**src/hdl/oss_pkg.sv**
```systemverilog
// oscillator source select: shared constants and types
// assumes a single 20 MHz system clock and synchronous reset
`default_nettype none

package oss_pkg;

    // ==========================================================
    // group codes
    typedef enum logic [1:0] {
        OSS_GRP_SECONDARY = 2'b00,
        OSS_GRP_FAST_RC   = 2'b01,
        OSS_GRP_SLOW_RC   = 2'b10,
        OSS_GRP_PRIMARY   = 2'b11
    } oss_group_type;

    // ==========================================================
    // primary choice codes
    localparam logic [3:0] OSS_CH_EXT_CLKOUT    = 4'hB;
    localparam logic [3:0] OSS_CH_EXT_IO        = 4'hC;
    localparam logic [3:0] OSS_CH_EXT_PLL4      = 4'hD;
    localparam logic [3:0] OSS_CH_EXT_PLL8      = 4'hE;
    localparam logic [3:0] OSS_CH_EXT_PLL16     = 4'hF;
    localparam logic [3:0] OSS_CH_RC_CLKOUT     = 4'h9;
    localparam logic [3:0] OSS_CH_RC_IO         = 4'h8;
    localparam logic [3:0] OSS_CH_XTAL          = 4'h4;
    localparam logic [3:0] OSS_CH_XTAL_PLL4     = 4'h5;
    localparam logic [3:0] OSS_CH_XTAL_PLL8     = 4'h6;
    localparam logic [3:0] OSS_CH_XTAL_PLL16    = 4'h7;
    localparam logic [2:0] OSS_CH_LOW_XTAL_HI3  = 3'h0;
    localparam logic [2:0] OSS_CH_FAST_XTAL_HI3 = 3'h1;

    // ==========================================================
    // pin function of the crystal output pin
    typedef enum logic [1:0] {
        OSS_PIN_CRYSTAL = 2'b00,
        OSS_PIN_CLKOUT  = 2'b01,
        OSS_PIN_IO      = 2'b10
    } oss_pin_fn_type;

    // pll gain, as a shift: 0 off, 2 x4, 3 x8, 4 x16
    localparam logic [2:0] OSS_PLL_OFF = 3'h0;
    localparam logic [2:0] OSS_PLL_X4  = 3'h2;
    localparam logic [2:0] OSS_PLL_X8  = 3'h3;
    localparam logic [2:0] OSS_PLL_X16 = 3'h4;

    // ==========================================================
    // settle counter and register layout
    localparam int         OSS_SETTLE_BITS   = 10;
    localparam logic [9:0] OSS_SETTLE_LAST   = 10'h3FF;
    localparam int         OSS_CUR_GRP_LSB   = 12;
    localparam int         OSS_TRIM_HI_LSB   = 14;
    localparam int         OSS_TRIM_LO_LSB   = 10;
    localparam int         OSS_LOCK_BIT      = 5;
    localparam logic [15:0] OSS_CTRL_RESET   = 16'h0000;
    // trim step in hundredths of a percent
    localparam int         OSS_TRIM_STEP_CP  = 75;
    // clock output divide: fosc/4
    localparam logic [1:0] OSS_DIV4_LAST     = 2'h3;

endpackage

`default_nettype wire

```
**src/hdl/oss_settle_if.sv**
```systemverilog
// oscillator source select: settle counter hand-shake bundle
// assumes both ends sit on the oscillator clock clk_sys_in
`default_nettype none

interface oss_settle_if;
    logic restart;
    logic needed;
    logic done;

    modport ctl (output restart, output needed, input done);
    modport cnt (input restart, input needed, output done);
endinterface

`default_nettype wire

```
**src/hdl/oss_settle_counter.sv**
```systemverilog
// oscillator source select: crystal settle counter
// assumes clk_sys_in is the oscillator clock being settled
`default_nettype none

module oss_settle_counter
(
    input  wire logic            clk_sys_in,
    input  wire logic            rst_in,
    oss_settle_if.cnt            settle
);

    logic [oss_pkg::OSS_SETTLE_BITS-1:0] count_q;
    logic                                done_q;

    // ==========================================================
    // counting
    // (RULE21) clear on restart
    always_ff @(posedge clk_sys_in)
    begin
        if (rst_in || settle.restart)
        begin
            count_q <= '0;
            done_q  <= 1'b0;
        end
        // (RULE6) 1024 periods, 10 bits
        else if (!settle.needed)
        begin
            done_q <= 1'b1;
        end
        else if (!done_q)
        begin
            if (count_q == oss_pkg::OSS_SETTLE_LAST)
            begin
                done_q <= 1'b1;
            end
            count_q <= count_q + 10'h001;
        end
    end

    assign settle.done = done_q;

    // (RULE6) release after full count
    AST_SETTLE_LEN: assert property (@(posedge clk_sys_in) // (RULE6)
        disable iff (rst_in)
        $rose(done_q) && settle.needed |-> $past(count_q) == 10'h3FF)
        else $error("settle released early");
    // (RULE21) restart clears done
    AST_SETTLE_CLR: assert property (@(posedge clk_sys_in) // (RULE21)
        disable iff (rst_in)
        settle.restart |=> !done_q && count_q == 10'h000)
        else $error("restart did not clear settle");

endmodule

`default_nettype wire

```
**src/hdl/oss_top.sv**
```systemverilog
// oscillator source select: fuse decode, gating and status
// assumes fuses and enables are stable levels; pll lock and restart
// events come from analog macros outside the clock domain
`default_nettype none

// Contract
// (RULE1) choose source from group and choice fuses
// (RULE2) group 11 primary 00 sec 01 fast 10 slow
// (RULE3) primary choice decodes to thirteen modes
// (RULE4) crystal out pin follows primary choice
// (RULE5) crystal in pin never general io
// (RULE6) settle counter ten bits, 1024 periods
// (RULE7) settle on restart, crystal modes only
// (RULE8) keep-on holds secondary crystal running
// (RULE9) secondary clocks device only with keep-on
// (RULE10) pll gains x4 x8 x16
// (RULE11) configurer keeps output at most 120 MHz
// (RULE12) lock status mirrors pll lock
// (RULE13) group 01 runs fast internal rc
// (RULE14) trim split over bits 15:14, 11:10
// (RULE15) trim signed steps of 0.75 percent
// (RULE16) slow rc clocks timers and monitor
// (RULE17) slow rc kept on only when needed
// (RULE18) external rc clock out is fosc/4
// (RULE19) reset loads current and requested group
// (RULE20) switch fuse 1x: fuses alone select
// (RULE21) settle clears on restart, gates clock
module oss_top
(
    input  wire logic        clk_sys_in,
    input  wire logic        rst_in,
    input  wire logic        por_bor_in,
    input  wire logic        sleep_wake_in,
    input  wire logic [1:0]  group_select_cfg_in,
    input  wire logic [3:0]  primary_choice_cfg_in,
    input  wire logic [1:0]  switch_monitor_cfg_in,
    input  wire logic        secondary_osc_keep_on_in,
    input  wire logic        watchdog_en_in,
    input  wire logic        power_up_delay_done_in,
    input  wire logic        pll_lock_in,
    input  wire logic [3:0]  fast_rc_trim_in,
    output logic [15:0]      osc_control_reg_out,
    output logic [1:0]       current_group_out,
    output logic [1:0]       requested_group_out,
    output logic [2:0]       pll_gain_shift_out,
    output logic             pll_lock_out,
    output logic             osc_clock_gate_out,
    output logic             secondary_osc_run_out,
    output logic             secondary_is_clock_out,
    output logic             fast_rc_run_out,
    output logic             slow_rc_run_out,
    output logic             slow_rc_to_timers_out,
    output logic signed [10:0] fast_rc_trim_cpct_out,
    output logic [1:0]       crystal_out_pin_fn_out,
    output logic             crystal_out_pin_o_out,
    output logic             crystal_out_pin_oe_n_out,
    output logic             crystal_in_pin_is_osc_out,
    output logic             clock_monitor_en_out
);

    // ==========================================================
    // input synchronisers
    logic [1:0] lock_s_q;
    logic [1:0] por_s_q;
    logic [1:0] wake_s_q;
    logic [1:0] delay_s_q;
    logic       por_prev_q;
    logic       wake_prev_q;

    // edge history reads only the second stage, never the first
    always_ff @(posedge clk_sys_in)
    begin
        if (rst_in)
        begin
            lock_s_q    <= 2'h0;
            por_s_q     <= 2'h0;
            wake_s_q    <= 2'h0;
            delay_s_q   <= 2'h0;
            por_prev_q  <= 1'b0;
            wake_prev_q <= 1'b0;
        end
        else
        begin
            lock_s_q    <= {lock_s_q[0], pll_lock_in};
            por_s_q     <= {por_s_q[0], por_bor_in};
            wake_s_q    <= {wake_s_q[0], sleep_wake_in};
            delay_s_q   <= {delay_s_q[0], power_up_delay_done_in};
            por_prev_q  <= por_s_q[1];
            wake_prev_q <= wake_s_q[1];
        end
    end

    // leaving power-on or brownout: falling edge of the reset level
    logic por_exit, wake_rise, restart;
    assign por_exit  = por_prev_q && !por_s_q[1];
    assign wake_rise = wake_s_q[1] && !wake_prev_q;
    assign restart   = por_exit || wake_rise;

    // ==========================================================
    // decode functions
    function automatic logic [2:0] pll_of(input logic [3:0] c);
        // (RULE10) gain from choice
        unique case (c)
            oss_pkg::OSS_CH_EXT_PLL4,
            oss_pkg::OSS_CH_XTAL_PLL4:  pll_of = oss_pkg::OSS_PLL_X4;
            oss_pkg::OSS_CH_EXT_PLL8,
            oss_pkg::OSS_CH_XTAL_PLL8:  pll_of = oss_pkg::OSS_PLL_X8;
            oss_pkg::OSS_CH_EXT_PLL16,
            oss_pkg::OSS_CH_XTAL_PLL16: pll_of = oss_pkg::OSS_PLL_X16;
            default:                    pll_of = oss_pkg::OSS_PLL_OFF;
        endcase
    endfunction

    function automatic logic [1:0] pin_of(input logic [3:0] c);
        // (RULE3) choice to pin use
        unique case (c)
            oss_pkg::OSS_CH_EXT_CLKOUT,
            oss_pkg::OSS_CH_RC_CLKOUT: pin_of = oss_pkg::OSS_PIN_CLKOUT;
            oss_pkg::OSS_CH_EXT_IO,
            oss_pkg::OSS_CH_EXT_PLL4,
            oss_pkg::OSS_CH_EXT_PLL8,
            oss_pkg::OSS_CH_EXT_PLL16,
            oss_pkg::OSS_CH_RC_IO:     pin_of = oss_pkg::OSS_PIN_IO;
            default:                   pin_of = oss_pkg::OSS_PIN_CRYSTAL;
        endcase
    endfunction

    function automatic logic is_crystal(input logic [3:0] c);
        // crystal, low-range and high-speed; pll variants included
        is_crystal = (c[3:2] == 2'b01)
                  || (c[3:1] == oss_pkg::OSS_CH_LOW_XTAL_HI3)
                  || (c[3:1] == oss_pkg::OSS_CH_FAST_XTAL_HI3);
    endfunction

    // ==========================================================
    // group registers
    logic [1:0] cur_grp_q;
    logic [1:0] req_grp_q;
    logic [3:0] choice_q;

    // (RULE1) decode fuses on reset exit
    // (RULE19) load both groups
    // with switching always disabled in this block, fuses alone steer
    always_ff @(posedge clk_sys_in)
    begin
        if (rst_in)
        begin
            cur_grp_q <= 2'h3;
            req_grp_q <= 2'h3;
            choice_q  <= 4'h4;
        end
        else if (por_exit)
        begin
            cur_grp_q <= group_select_cfg_in;
            req_grp_q <= group_select_cfg_in;
            choice_q  <= primary_choice_cfg_in;
        end
    end

    logic primary;
    assign primary = (cur_grp_q == oss_pkg::OSS_GRP_PRIMARY);

    // ==========================================================
    // settle counter
    oss_settle_if settle ();
    logic settle_needed;

    // (RULE7) crystal modes only
    assign settle_needed =
        (cur_grp_q == oss_pkg::OSS_GRP_SECONDARY)
        || (primary && is_crystal(choice_q));
    assign settle.restart = restart;
    assign settle.needed  = settle_needed;

    oss_settle_counter u_settle
    (
        .clk_sys_in (clk_sys_in),
        .rst_in     (rst_in),
        .settle     (settle)
    );

    // ==========================================================
    // source enables and status
    always_ff @(posedge clk_sys_in)
    begin
        if (rst_in)
        begin
            osc_clock_gate_out     <= 1'b0;
            pll_gain_shift_out     <= oss_pkg::OSS_PLL_OFF;
            pll_lock_out           <= 1'b0;
            secondary_osc_run_out  <= 1'b0;
            secondary_is_clock_out <= 1'b0;
            fast_rc_run_out        <= 1'b0;
        end
        else
        begin
            // (RULE21) gate until settled
            osc_clock_gate_out <= settle.done && !restart;
            // (RULE2) pll gain ignores choice outside primary
            pll_gain_shift_out <= primary ? pll_of(choice_q)
                                          : oss_pkg::OSS_PLL_OFF;
            // (RULE12) lock mirror
            pll_lock_out <= lock_s_q[1];
            // (RULE8) keep-on runs secondary
            secondary_osc_run_out <= secondary_osc_keep_on_in
                || (cur_grp_q == oss_pkg::OSS_GRP_SECONDARY);
            // (RULE9) secondary as device clock
            secondary_is_clock_out <=
                (cur_grp_q == oss_pkg::OSS_GRP_SECONDARY)
                && secondary_osc_keep_on_in;
            // (RULE13) fast rc on group 01
            fast_rc_run_out <= (cur_grp_q == oss_pkg::OSS_GRP_FAST_RC);
        end
    end

    // ==========================================================
    // slow internal rc keep-alive
    logic monitor_en;
    // (RULE20) 1x disables monitor
    assign monitor_en = !switch_monitor_cfg_in[1];

    always_ff @(posedge clk_sys_in)
    begin
        if (rst_in)
        begin
            slow_rc_run_out       <= 1'b1;
            slow_rc_to_timers_out <= 1'b1;
            clock_monitor_en_out  <= 1'b0;
        end
        else
        begin
            clock_monitor_en_out <= monitor_en;
            // (RULE17) on until delay, then conditional
            if (por_s_q[1] || !delay_s_q[1])
            begin
                slow_rc_run_out <= 1'b1;
            end
            else
            begin
                slow_rc_run_out <= monitor_en || watchdog_en_in
                    || (cur_grp_q == oss_pkg::OSS_GRP_SLOW_RC);
            end
            // (RULE16) feeds timers and monitor
            slow_rc_to_timers_out <= slow_rc_run_out;
        end
    end

    // ==========================================================
    // trim and control register image
    // (RULE15) signed 0.75 percent steps, in hundredths
    // 11 bits hold the full -600..+525 span without wrapping
    function automatic logic signed [10:0] trim_cpct(input logic [3:0] t);
        trim_cpct = 11'(signed'(t) * oss_pkg::OSS_TRIM_STEP_CP);
    endfunction

    always_ff @(posedge clk_sys_in)
    begin
        if (rst_in)
        begin
            osc_control_reg_out   <= oss_pkg::OSS_CTRL_RESET;
            fast_rc_trim_cpct_out <= 11'h000;
            current_group_out     <= 2'h3;
            requested_group_out   <= 2'h3;
        end
        else
        begin
            fast_rc_trim_cpct_out <= trim_cpct(fast_rc_trim_in);
            current_group_out     <= cur_grp_q;
            requested_group_out   <= req_grp_q;
            osc_control_reg_out   <= 16'h0000;
            // (RULE14) trim split fields
            osc_control_reg_out[oss_pkg::OSS_TRIM_HI_LSB +: 2] <=
                fast_rc_trim_in[3:2];
            osc_control_reg_out[oss_pkg::OSS_TRIM_LO_LSB +: 2] <=
                fast_rc_trim_in[1:0];
            osc_control_reg_out[oss_pkg::OSS_CUR_GRP_LSB +: 2] <=
                cur_grp_q;
            osc_control_reg_out[oss_pkg::OSS_LOCK_BIT] <= lock_s_q[1];
        end
    end

    // ==========================================================
    // crystal pins
    logic [1:0] div_q;

    // (RULE18) fosc/4 divider
    always_ff @(posedge clk_sys_in)
    begin
        if (rst_in)
        begin
            div_q <= 2'h0;
        end
        else
        begin
            div_q <= div_q + 2'h1;
        end
    end

    always_ff @(posedge clk_sys_in)
    begin
        if (rst_in)
        begin
            crystal_out_pin_fn_out    <= oss_pkg::OSS_PIN_CRYSTAL;
            crystal_out_pin_o_out     <= 1'b0;
            crystal_out_pin_oe_n_out  <= 1'b1;
            // (RULE5) crystal in never io
            crystal_in_pin_is_osc_out <= 1'b1;
        end
        else
        begin
            // (RULE4) pin follows choice, any group
            crystal_out_pin_fn_out <= pin_of(choice_q);
            // clock output only; io and crystal leave the pin released
            crystal_out_pin_o_out    <= div_q[1];
            crystal_out_pin_oe_n_out <=
                (pin_of(choice_q) != oss_pkg::OSS_PIN_CLKOUT);
        end
    end

    // ==========================================================
    // checks
    // (RULE19) both groups loaded
    AST_GROUP_LOAD: assert property (@(posedge clk_sys_in) // (RULE19)
        disable iff (rst_in)
        por_exit |=> cur_grp_q == $past(group_select_cfg_in)
                 && req_grp_q == $past(group_select_cfg_in))
        else $error("groups not loaded on reset exit");
    // (RULE9) secondary clock condition
    AST_SEC_CLOCK: assert property (@(posedge clk_sys_in) // (RULE9)
        disable iff (rst_in)
        secondary_is_clock_out |-> $past(cur_grp_q) == 2'b00
                               && $past(secondary_osc_keep_on_in))
        else $error("secondary clock without keep-on");
    // (RULE8) keep-on runs secondary
    AST_SEC_RUN: assert property (@(posedge clk_sys_in) // (RULE8)
        disable iff (rst_in)
        secondary_osc_keep_on_in |=> secondary_osc_run_out)
        else $error("secondary stopped with keep-on");
    // (RULE12) lock rises after synchronised lock rises
    AST_LOCK: assert property (@(posedge clk_sys_in) // (RULE12)
        disable iff (rst_in)
        $rose(lock_s_q[1]) |=> pll_lock_out
            && osc_control_reg_out[5])
        else $error("lock not mirrored");
    // (RULE10) x16 on code 0111
    AST_PLL16: assert property (@(posedge clk_sys_in) // (RULE10)
        disable iff (rst_in)
        primary && choice_q == 4'h7 |=> pll_gain_shift_out == 3'h4)
        else $error("pll gain wrong");
    // (RULE17) slow rc off only when unneeded
    AST_SLOW_RC: assert property (@(posedge clk_sys_in) // (RULE17)
        disable iff (rst_in)
        !slow_rc_run_out |-> $past(delay_s_q[1]) && !$past(watchdog_en_in)
            && $past(switch_monitor_cfg_in[1]))
        else $error("slow rc stopped while needed");
    // (RULE21) no clock for two cycles after restart
    AST_GATE: assert property (@(posedge clk_sys_in) // (RULE21)
        disable iff (rst_in)
        restart && settle_needed |=> !osc_clock_gate_out [*2])
        else $error("clock passed before settling");
    // (RULE5) crystal in stays oscillator
    AST_OSC_IN: assert property (@(posedge clk_sys_in) // (RULE5)
        disable iff (rst_in)
        crystal_in_pin_is_osc_out)
        else $error("crystal in released");

endmodule

`default_nettype wire

```
**config.mk**
```make
export PLATFORM = sky130hd
export DESIGN_NAME = oss_top
export DESIGN_NICKNAME = d
export VERILOG_FILES = /design/src/hdl/oss_pkg.sv /design/src/hdl/oss_settle_if.sv /design/src/hdl/oss_settle_counter.sv /design/src/hdl/oss_top.sv
export SDC_FILE = /design/constraint.sdc
export NUM_CORES = 1
export LEC_CHECK = 0
export CAP_MARGIN = 20
export CORE_MARGIN = 4
export CORE_UTILIZATION = 50
export CTS_CLUSTER_SIZE = 30
export DETAILED_ROUTE_END_ITERATION = 8
export DONT_BUFFER_PORTS = 1
export PLACE_DENSITY = 0.74
export SYNTH_ARGS = -nofsm -noshare
export SYNTH_HDL_FRONTEND = slang
export SYNTH_HIERARCHICAL = 1
export SYNTH_SLANG_ARGS = --single-unit
```
**constraint.sdc**
```tcl
create_clock -name clk_sys_in -period 3.2 [get_ports clk_sys_in]
set_input_delay 0.32 -clock clk_sys_in [delete_from_list [all_inputs] [get_ports clk_sys_in]]
set_output_delay 0.32 -clock clk_sys_in [all_outputs]
set_load 0.01 [all_outputs]
```
==> flow_summary.toml, run 1 <==
[status]
status = "finished clean"

[sta]
worstMarginPinSlew_ns = 0.846
relSlewSlack_pct = 43.5
finClkSkew_ns = 0.00636
hold_viol = 0
rsz0062_at_grt = "false"
period_share_pct = 71.8
finalSetupViolCount = 0
maxSlewViolCount = 0
whs_ns = 0.0573
layout_min_cycle_time_ns = 2.30
fmax_ghz = 0.435
setup-tns-final_ns = 0

[routing]
drtAntennaViolNets = 0
drc = 0
wl_per_cell_um = 13.2
finalWirelength_um = 4240
drt_pass1_iterations = 4
vias = 1613
drt_iter0_markers = 106
vias_per_cell = 5.02

[clock_network]
path_clk_slew_ns = 0.07
cts_setup_buffers = 0
clockBufferDepth = 2
cts_buffers = 9
clk_latency_ns = 0.33
htreeDepth = 3
cts.sinks = 62
cts_root_buf = "clkbuf_8"
postCtsHoldBufs = 0
postCtsResizedCells = 0
cts_tree = "yes"

[power]
p_int_mw = 1.40
ir_drop_v = 0.000242
switching_share_pct = 22.7
powerDensity_nw_per_um2 = 652
seq_power_share_pct = 46.7
totalPowerFinal_mw = 1.81
switching_power_uw = 411
combPwrFrac_pct = 7.6
p_leak_nw = 1.14
clkPwrFrac_pct = 45.6

[yosys]
yosysWarnings = 6
syn_area_per_cell_um2 = 10.1
synth_area_leaders = "dfxtp_1 49%, ha_1 8.8%, nor2b_1 5.9%, buf_4 4.1%, nor2_1 3.8%"
yosysTopAreaCell = "dfxtp_1"
syn_area_um2 = 2550
async_flop_share_pct = 0
yosysUniqueCellTypes = 44
ys.flop_type = "dfxtp_1"
ys_seq_area_share_pct = 48.6
synth_top_area_share_pct = 48.6
synth_cells = 252
synth_edf_count = 0
ys_ff_latch = 62

[placement]
gp_congestion = 0.774
portBuffers = 0
dp_hpwl_um = 3010

[die]
io_pins = 67
die_area_um2 = 6310
start_util_pct = 52.6
rows = 25
die_h_um = 79.5
die_w_um = 79.5
core_um2 = 4850

[worst_setup_path]
crit_path_start_kind = "input port"
cp.arrival_ns = 2.51
crit_type = "in -> reg"
cp_max_fo = 5
worst_ep_required_time_ns = 3.41
worst_setup_path_end_kind = "flip-flop"

[global_routing]
grt_pass1_vias = 1599
overflow = 0
grt_max_degree = 48
antenna_found_initial = 0
grt_pass1_wl_um = 7150
grt_usage_pct = 15.0

[flow_run]
drv_cap = 0

[final_layout]
final_nets = 289
syn2layout_area_growth_pct = 8.73
diodes = 0
layout-drive-gt1-share_pct = 11.8

[hold_path]
hold_class = "in -> reg"
==> synthesized netlist by cell type (all sizes together) (3+ instances only) <==
library cell	n
ha	18
nor2	26
or2	4
nor3b	4
o31ai	4
or4	3
nor2b	25
inv	16
clkbuf	4
a211o	3
or3	5
nand3	5
dfxtp	62
nand2	5
o21ai	5
a21oi	9
xnor2	7
buf	18
mux2i	4
==> per-layer routing <==
layer	global-route usage [%]	part of all wire, %	vias to the layer above
met3	4.63	5.5	9
met5	0	0	-
li1	-	-	805
met1	16.2	42	754
met2	24.9	50	45
met4	10.3	2.5	0
==> final timing paths <==
kind                               to  slack [ns]                startpoint  cells after the start
max reg2reg       u_settle/count_q[8]        1.30              req_grp_q[1]                      5
min              clock_monitor_en_out        0.06  switch_monitor_cfg_in[1]                      1
max          fast_rc_trim_cpct_out[9]        0.90        fast_rc_trim_in[1]                     11
min reg2reg           slow_rc_run_out        0.38              delay_s_q[1]                      1
==> through the flow <==
| stage | util [%] | instances | setup WS, ns | area (um^2) |
|---|---|---|---|---|
| floorplan | - | 260 | 0.703 | 2580 |
| global placement | 52.2 | 305 | 0.629 | 2530 |
| detailed placement | 52.2 | 305 | 0.553 | 2530 |
| CTS | 57.2 | 321 | 0.902 | 2780 |
| global route | 57.2 | 321 | 0.798 | 2780 |
| finish | 57.2 | 321 | 0.902 | 2780 |
==> state kept, by name (all words and copies together) (netlist names), 2 cells and up <==
signal and flops:
fast_rc_trim_cpct_out 10, u_settle/count_q 10, osc_control_reg_out 7, choice_q 4, pll_gain_shift_out 3, crystal_out_pin_fn_out 2
delay_s_q 2, div_q 2, lock_s_q 2, por_s_q 2, req_grp_q 2, requested_group_out 2
wake_s_q 2
==> critical path: stages <==
cell	delay [ns]
inv_1	0.05
ha_1	0.20
ha_1	0.28
ha_1	0.28
ha_1	0.20
inv_1	0.07
fa_1	0.43
nor2b_4	0.15
o21a_4	0.13
a31oi_1	0.09
mux2_1	0.32
==> cells in the final DEF (no fill, tap or decap), types with 4 or more instances in the layout <==
master,synthesis,final
o21ai_0,4,4
dfxtp_1,62,62
nor2b_1,24,24
clkbuf_8,0,9
conb_1,2,10
nand2_1,5,5
or2_2,4,4
xnor2_1,7,7
ha_1,18,18
mux2i_1,4,4
a21oi_1,9,9
or3_1,5,5
nor2_1,26,26
inv_1,16,16
nand3_1,5,5
==> layout make-up <==
class                   count  area, um^2
clock inverters             7         123
fillers                   419        2070
multi-input cells         160        1140
flip-flops and latches     62        1240
clock buffers               9         124
well taps                  67        83.8
inverters                  16        60.1
==> logic make-up after synthesis <==
| kind of cell | Yosys count | share of synthesized area [%] |
|---|---|---|
| adders and majority gates | 20 | 10.4 |
| AOI/OAI and AO/OA | 29 | 7.94 |
| DFF | 62 | 48.6 |
| and+or+nand+nor | 88 | 20.2 |
| xor gates and xnor gates | 8 | 2.75 |
| other | 2 | 0.294 |
| buffers and inverters | 38 | 7.75 |
| muxes | 5 | 2.01 |
==> power by group through the flow <==
stage	clock, mW	combinational (mW)	sequential (mW)
after global routing	0.875	0.159	0.849
after global placement	0	0.133	0.864
after CTS	0.847	0.141	0.846
after floorplan	0	0.137	0.856
final	0.825	0.138	0.845
after detailed placement	0	0.139	0.863
(Power assumes the default switching activity.)
==> run 2, diff against run 1 <==
--- a/config.mk
+++ b/config.mk
@@ -5,6 +5,7 @@
 export SDC_FILE = /design/constraint.sdc
 export NUM_CORES = 1
 export LEC_CHECK = 0
+export ABC_AREA = 1
 export CAP_MARGIN = 20
 export CORE_MARGIN = 4
 export CORE_UTILIZATION = 50
==> constraint.sdc (replaced) <==
create_clock -name clk_sys_in -period 2.17 [get_ports clk_sys_in]
set_input_delay 0.217 -clock clk_sys_in [delete_from_list [all_inputs] [get_ports clk_sys_in]]
set_output_delay 0.217 -clock clk_sys_in [all_outputs]
set_load 0.01 [all_outputs]
==> flow_summary.toml, run 2 <==
[power]
ir_drop_v = 0.000522
powerDensity_nw_per_um2 = 821
totalPowerFinal_mw = 2.38
p_leak_nw = 1.35

[die]
io_pins = 67
die_h_um = 80.4
start_util_pct = 51.3
die_area_um2 = 6460
die_w_um = 80.4
rows = 26
core_um2 = 5110

[clock_network]
clk_latency_ns = 0.33
cts_root_buf = "clkbuf_8"
htreeDepth = 3
cts.sinks = 62
cts_buffers = 9
path_clk_slew_ns = 0.07
postCtsHoldBufs = 9
postCtsResizedCells = 0
clockBufferDepth = 2
cts_setup_buffers = 0
cts_tree = "yes"

[global_routing]
grt_max_degree = 32
grt_pass1_wl_um = 7720
overflow = 0
antenna_found_initial = 0
grt_usage_pct = 16.2
grt_pass1_vias = 1723

[final_layout]
diodes = 0
top_regs = "fast_rc_trim_cpct_out x10, u_settle/count_q x10, osc_control_reg_out x7"
final_nets = 367
final_util_pct = 56.9
layout.cells.most_common_list = "62 x dfxtp_1, 51 x inv_1, 50 x nor2_1"
final_common_cell = "dfxtp_1"
layout-drive-gt1-share_pct = 10.5
syn2layout_area_growth_pct = 10.9

[worst_setup_path]
crit_type = "in -> reg"
r2r-start = "req_grp_q[0]"
rrSetupSlack_ns = 0.64
critPathSlowestCell = "fa_1"
cpPeakStageDelay_ns = 0.36
crit_path_frequent_cell = "ha_1"
crit_path_start_kind = "input port"
cp_max_fo = 6
worst_setup_path_end_kind = "flip-flop"
path_cells = "inv_1 > ha_1 > ha_1 > ha_1 > ha_1 > inv_1 > fa_1 > inv_1 > nand4_1 > a21oi_1 > nor2_1"
r2r_cells = 10
timing.rr.end = "u_settle/count_q[8]"
path_delay_family = "adder cells"
path_buf_inv = 3
worst_ep_required_time_ns = 2.39
cp.arrival_ns = 2.06

[routing]
finalWirelength_um = 4700
drc = 0
vias_per_cell = 4.70
drt_iter0_markers = 116
drtAntennaViolNets = 0
wl_per_cell_um = 11.7
drt_pass1_iterations = 4
vias = 1889

[sta]
fmax_ghz = 0.542
finClkSkew_ns = 0.00839
maxSlewViolCount = 0
setup-tns-final_ns = 0
layout_min_cycle_time_ns = 1.84
finalSetupViolCount = 0
hold_viol = 0
rsz0062_at_grt = "false"
whs_ns = 0.0284
period_share_pct = 85.0

[yosys]
syn_area_um2 = 2620
syn_area_per_cell_um2 = 8.29
synth_cells = 316
yosysTopAreaCell = "dfxtp_1"
netlist_top_cells_count = "62 x dfxtp_1, 51 x inv_1, 50 x nor2_1"
synth_area_leaders = "dfxtp_1 47%, ha_1 8.6%, inv_1 7.3%, nor2_1 7.2%, nand2_1 6.2%"
yosysUniqueCellTypes = 33
ys_ff_latch = 62
yosysWarnings = 6
synth_edf_count = 0
async_flop_share_pct = 0
synth_top_area_share_pct = 47.4
ys_seq_area_share_pct = 47.4
ys.flop_type = "dfxtp_1"
yosysMostFrequentCell = "dfxtp_1"

[placement]
gp_congestion = 0.858
portBuffers = 0
dp_hpwl_um = 3190

[hold_path]
hold_class = "in -> reg"
min_to = "req_grp_q[1]"
hold_depth = 2
worstHoldStart = "group_select_cfg_in[1]"

[status]
status = "finished clean"

[flow_run]
drv_cap = 0
run 2: cell types whose count changed after synthesis, moves of 6 or more:
cell and delta:
inv_1 +35, nor2b_1 -24, nor2_1 +24, nand2_1 +38
o21ai_0 +6
run 2: worst max-delay path by stage:
stage                  startpoint                        to  slack (ns)  depth (start not counted)
6_report       fast_rc_trim_in[1]  fast_rc_trim_cpct_out[9]        0.33                         11
5_1_grt        fast_rc_trim_in[1]  fast_rc_trim_cpct_out[9]        0.21                         11
4_1_cts                    rst_in      clock_monitor_en_out        0.25                          3
3_5_place_dp   fast_rc_trim_in[1]  fast_rc_trim_cpct_out[9]        0.04                         11
3_3_place_gp   fast_rc_trim_in[1]  fast_rc_trim_cpct_out[9]        0.08                         11
2_1_floorplan  fast_rc_trim_in[1]  fast_rc_trim_cpct_out[9]        0.17                         11
run 2: final cells by class:
cell class / instances / area, um^2
inverter: 54 / 203
timing repair buffer: 10 / 118
tap: 70 / 87.6
clock buffer: 10 / 138
fill: 477 / 2200
clock inverter: 6 / 45.0
multi-input combinational: 190 / 1070
sequential: 62 / 1240
run 2: per-layer routing:
metal	GRT usage [%]	routed length, um	up-vias
met3	8.18	368	13
met2	25.2	2220	58
met1	17.9	1970	842
met5	0	0	-
met4	8.61	140	0
li1	-	-	976
run 2: power breakdown:
group	internal [mW]	switching [mW]
clock	0.451	0.453
sequential	1.20	0.0495
combinational	0.0938	0.140
run 2: cell families (layout without fill, tap and decap cells):
group,count (synthesis),count (layout),synth area share [%]
flops,62,62,47.4
fa+ha+maj,20,20,10.1
other cells,2,10,0.287
compound gates,31,31,6.59
buf+inv,72,80,12.8
xor+xnor,3,3,1.00
simple gates,126,126,21.8
run 2: metrics by stage:
step	setup WS (ns)	cells	area (um^2)
6_report	0.326	402	2900
3_3_place_gp	0.0824	376	2600
5_1_grt	0.212	402	2900
3_5_place_dp	0.0385	376	2600
4_1_cts	0.250	401	2880
2_1_floorplan	0.171	324	2650
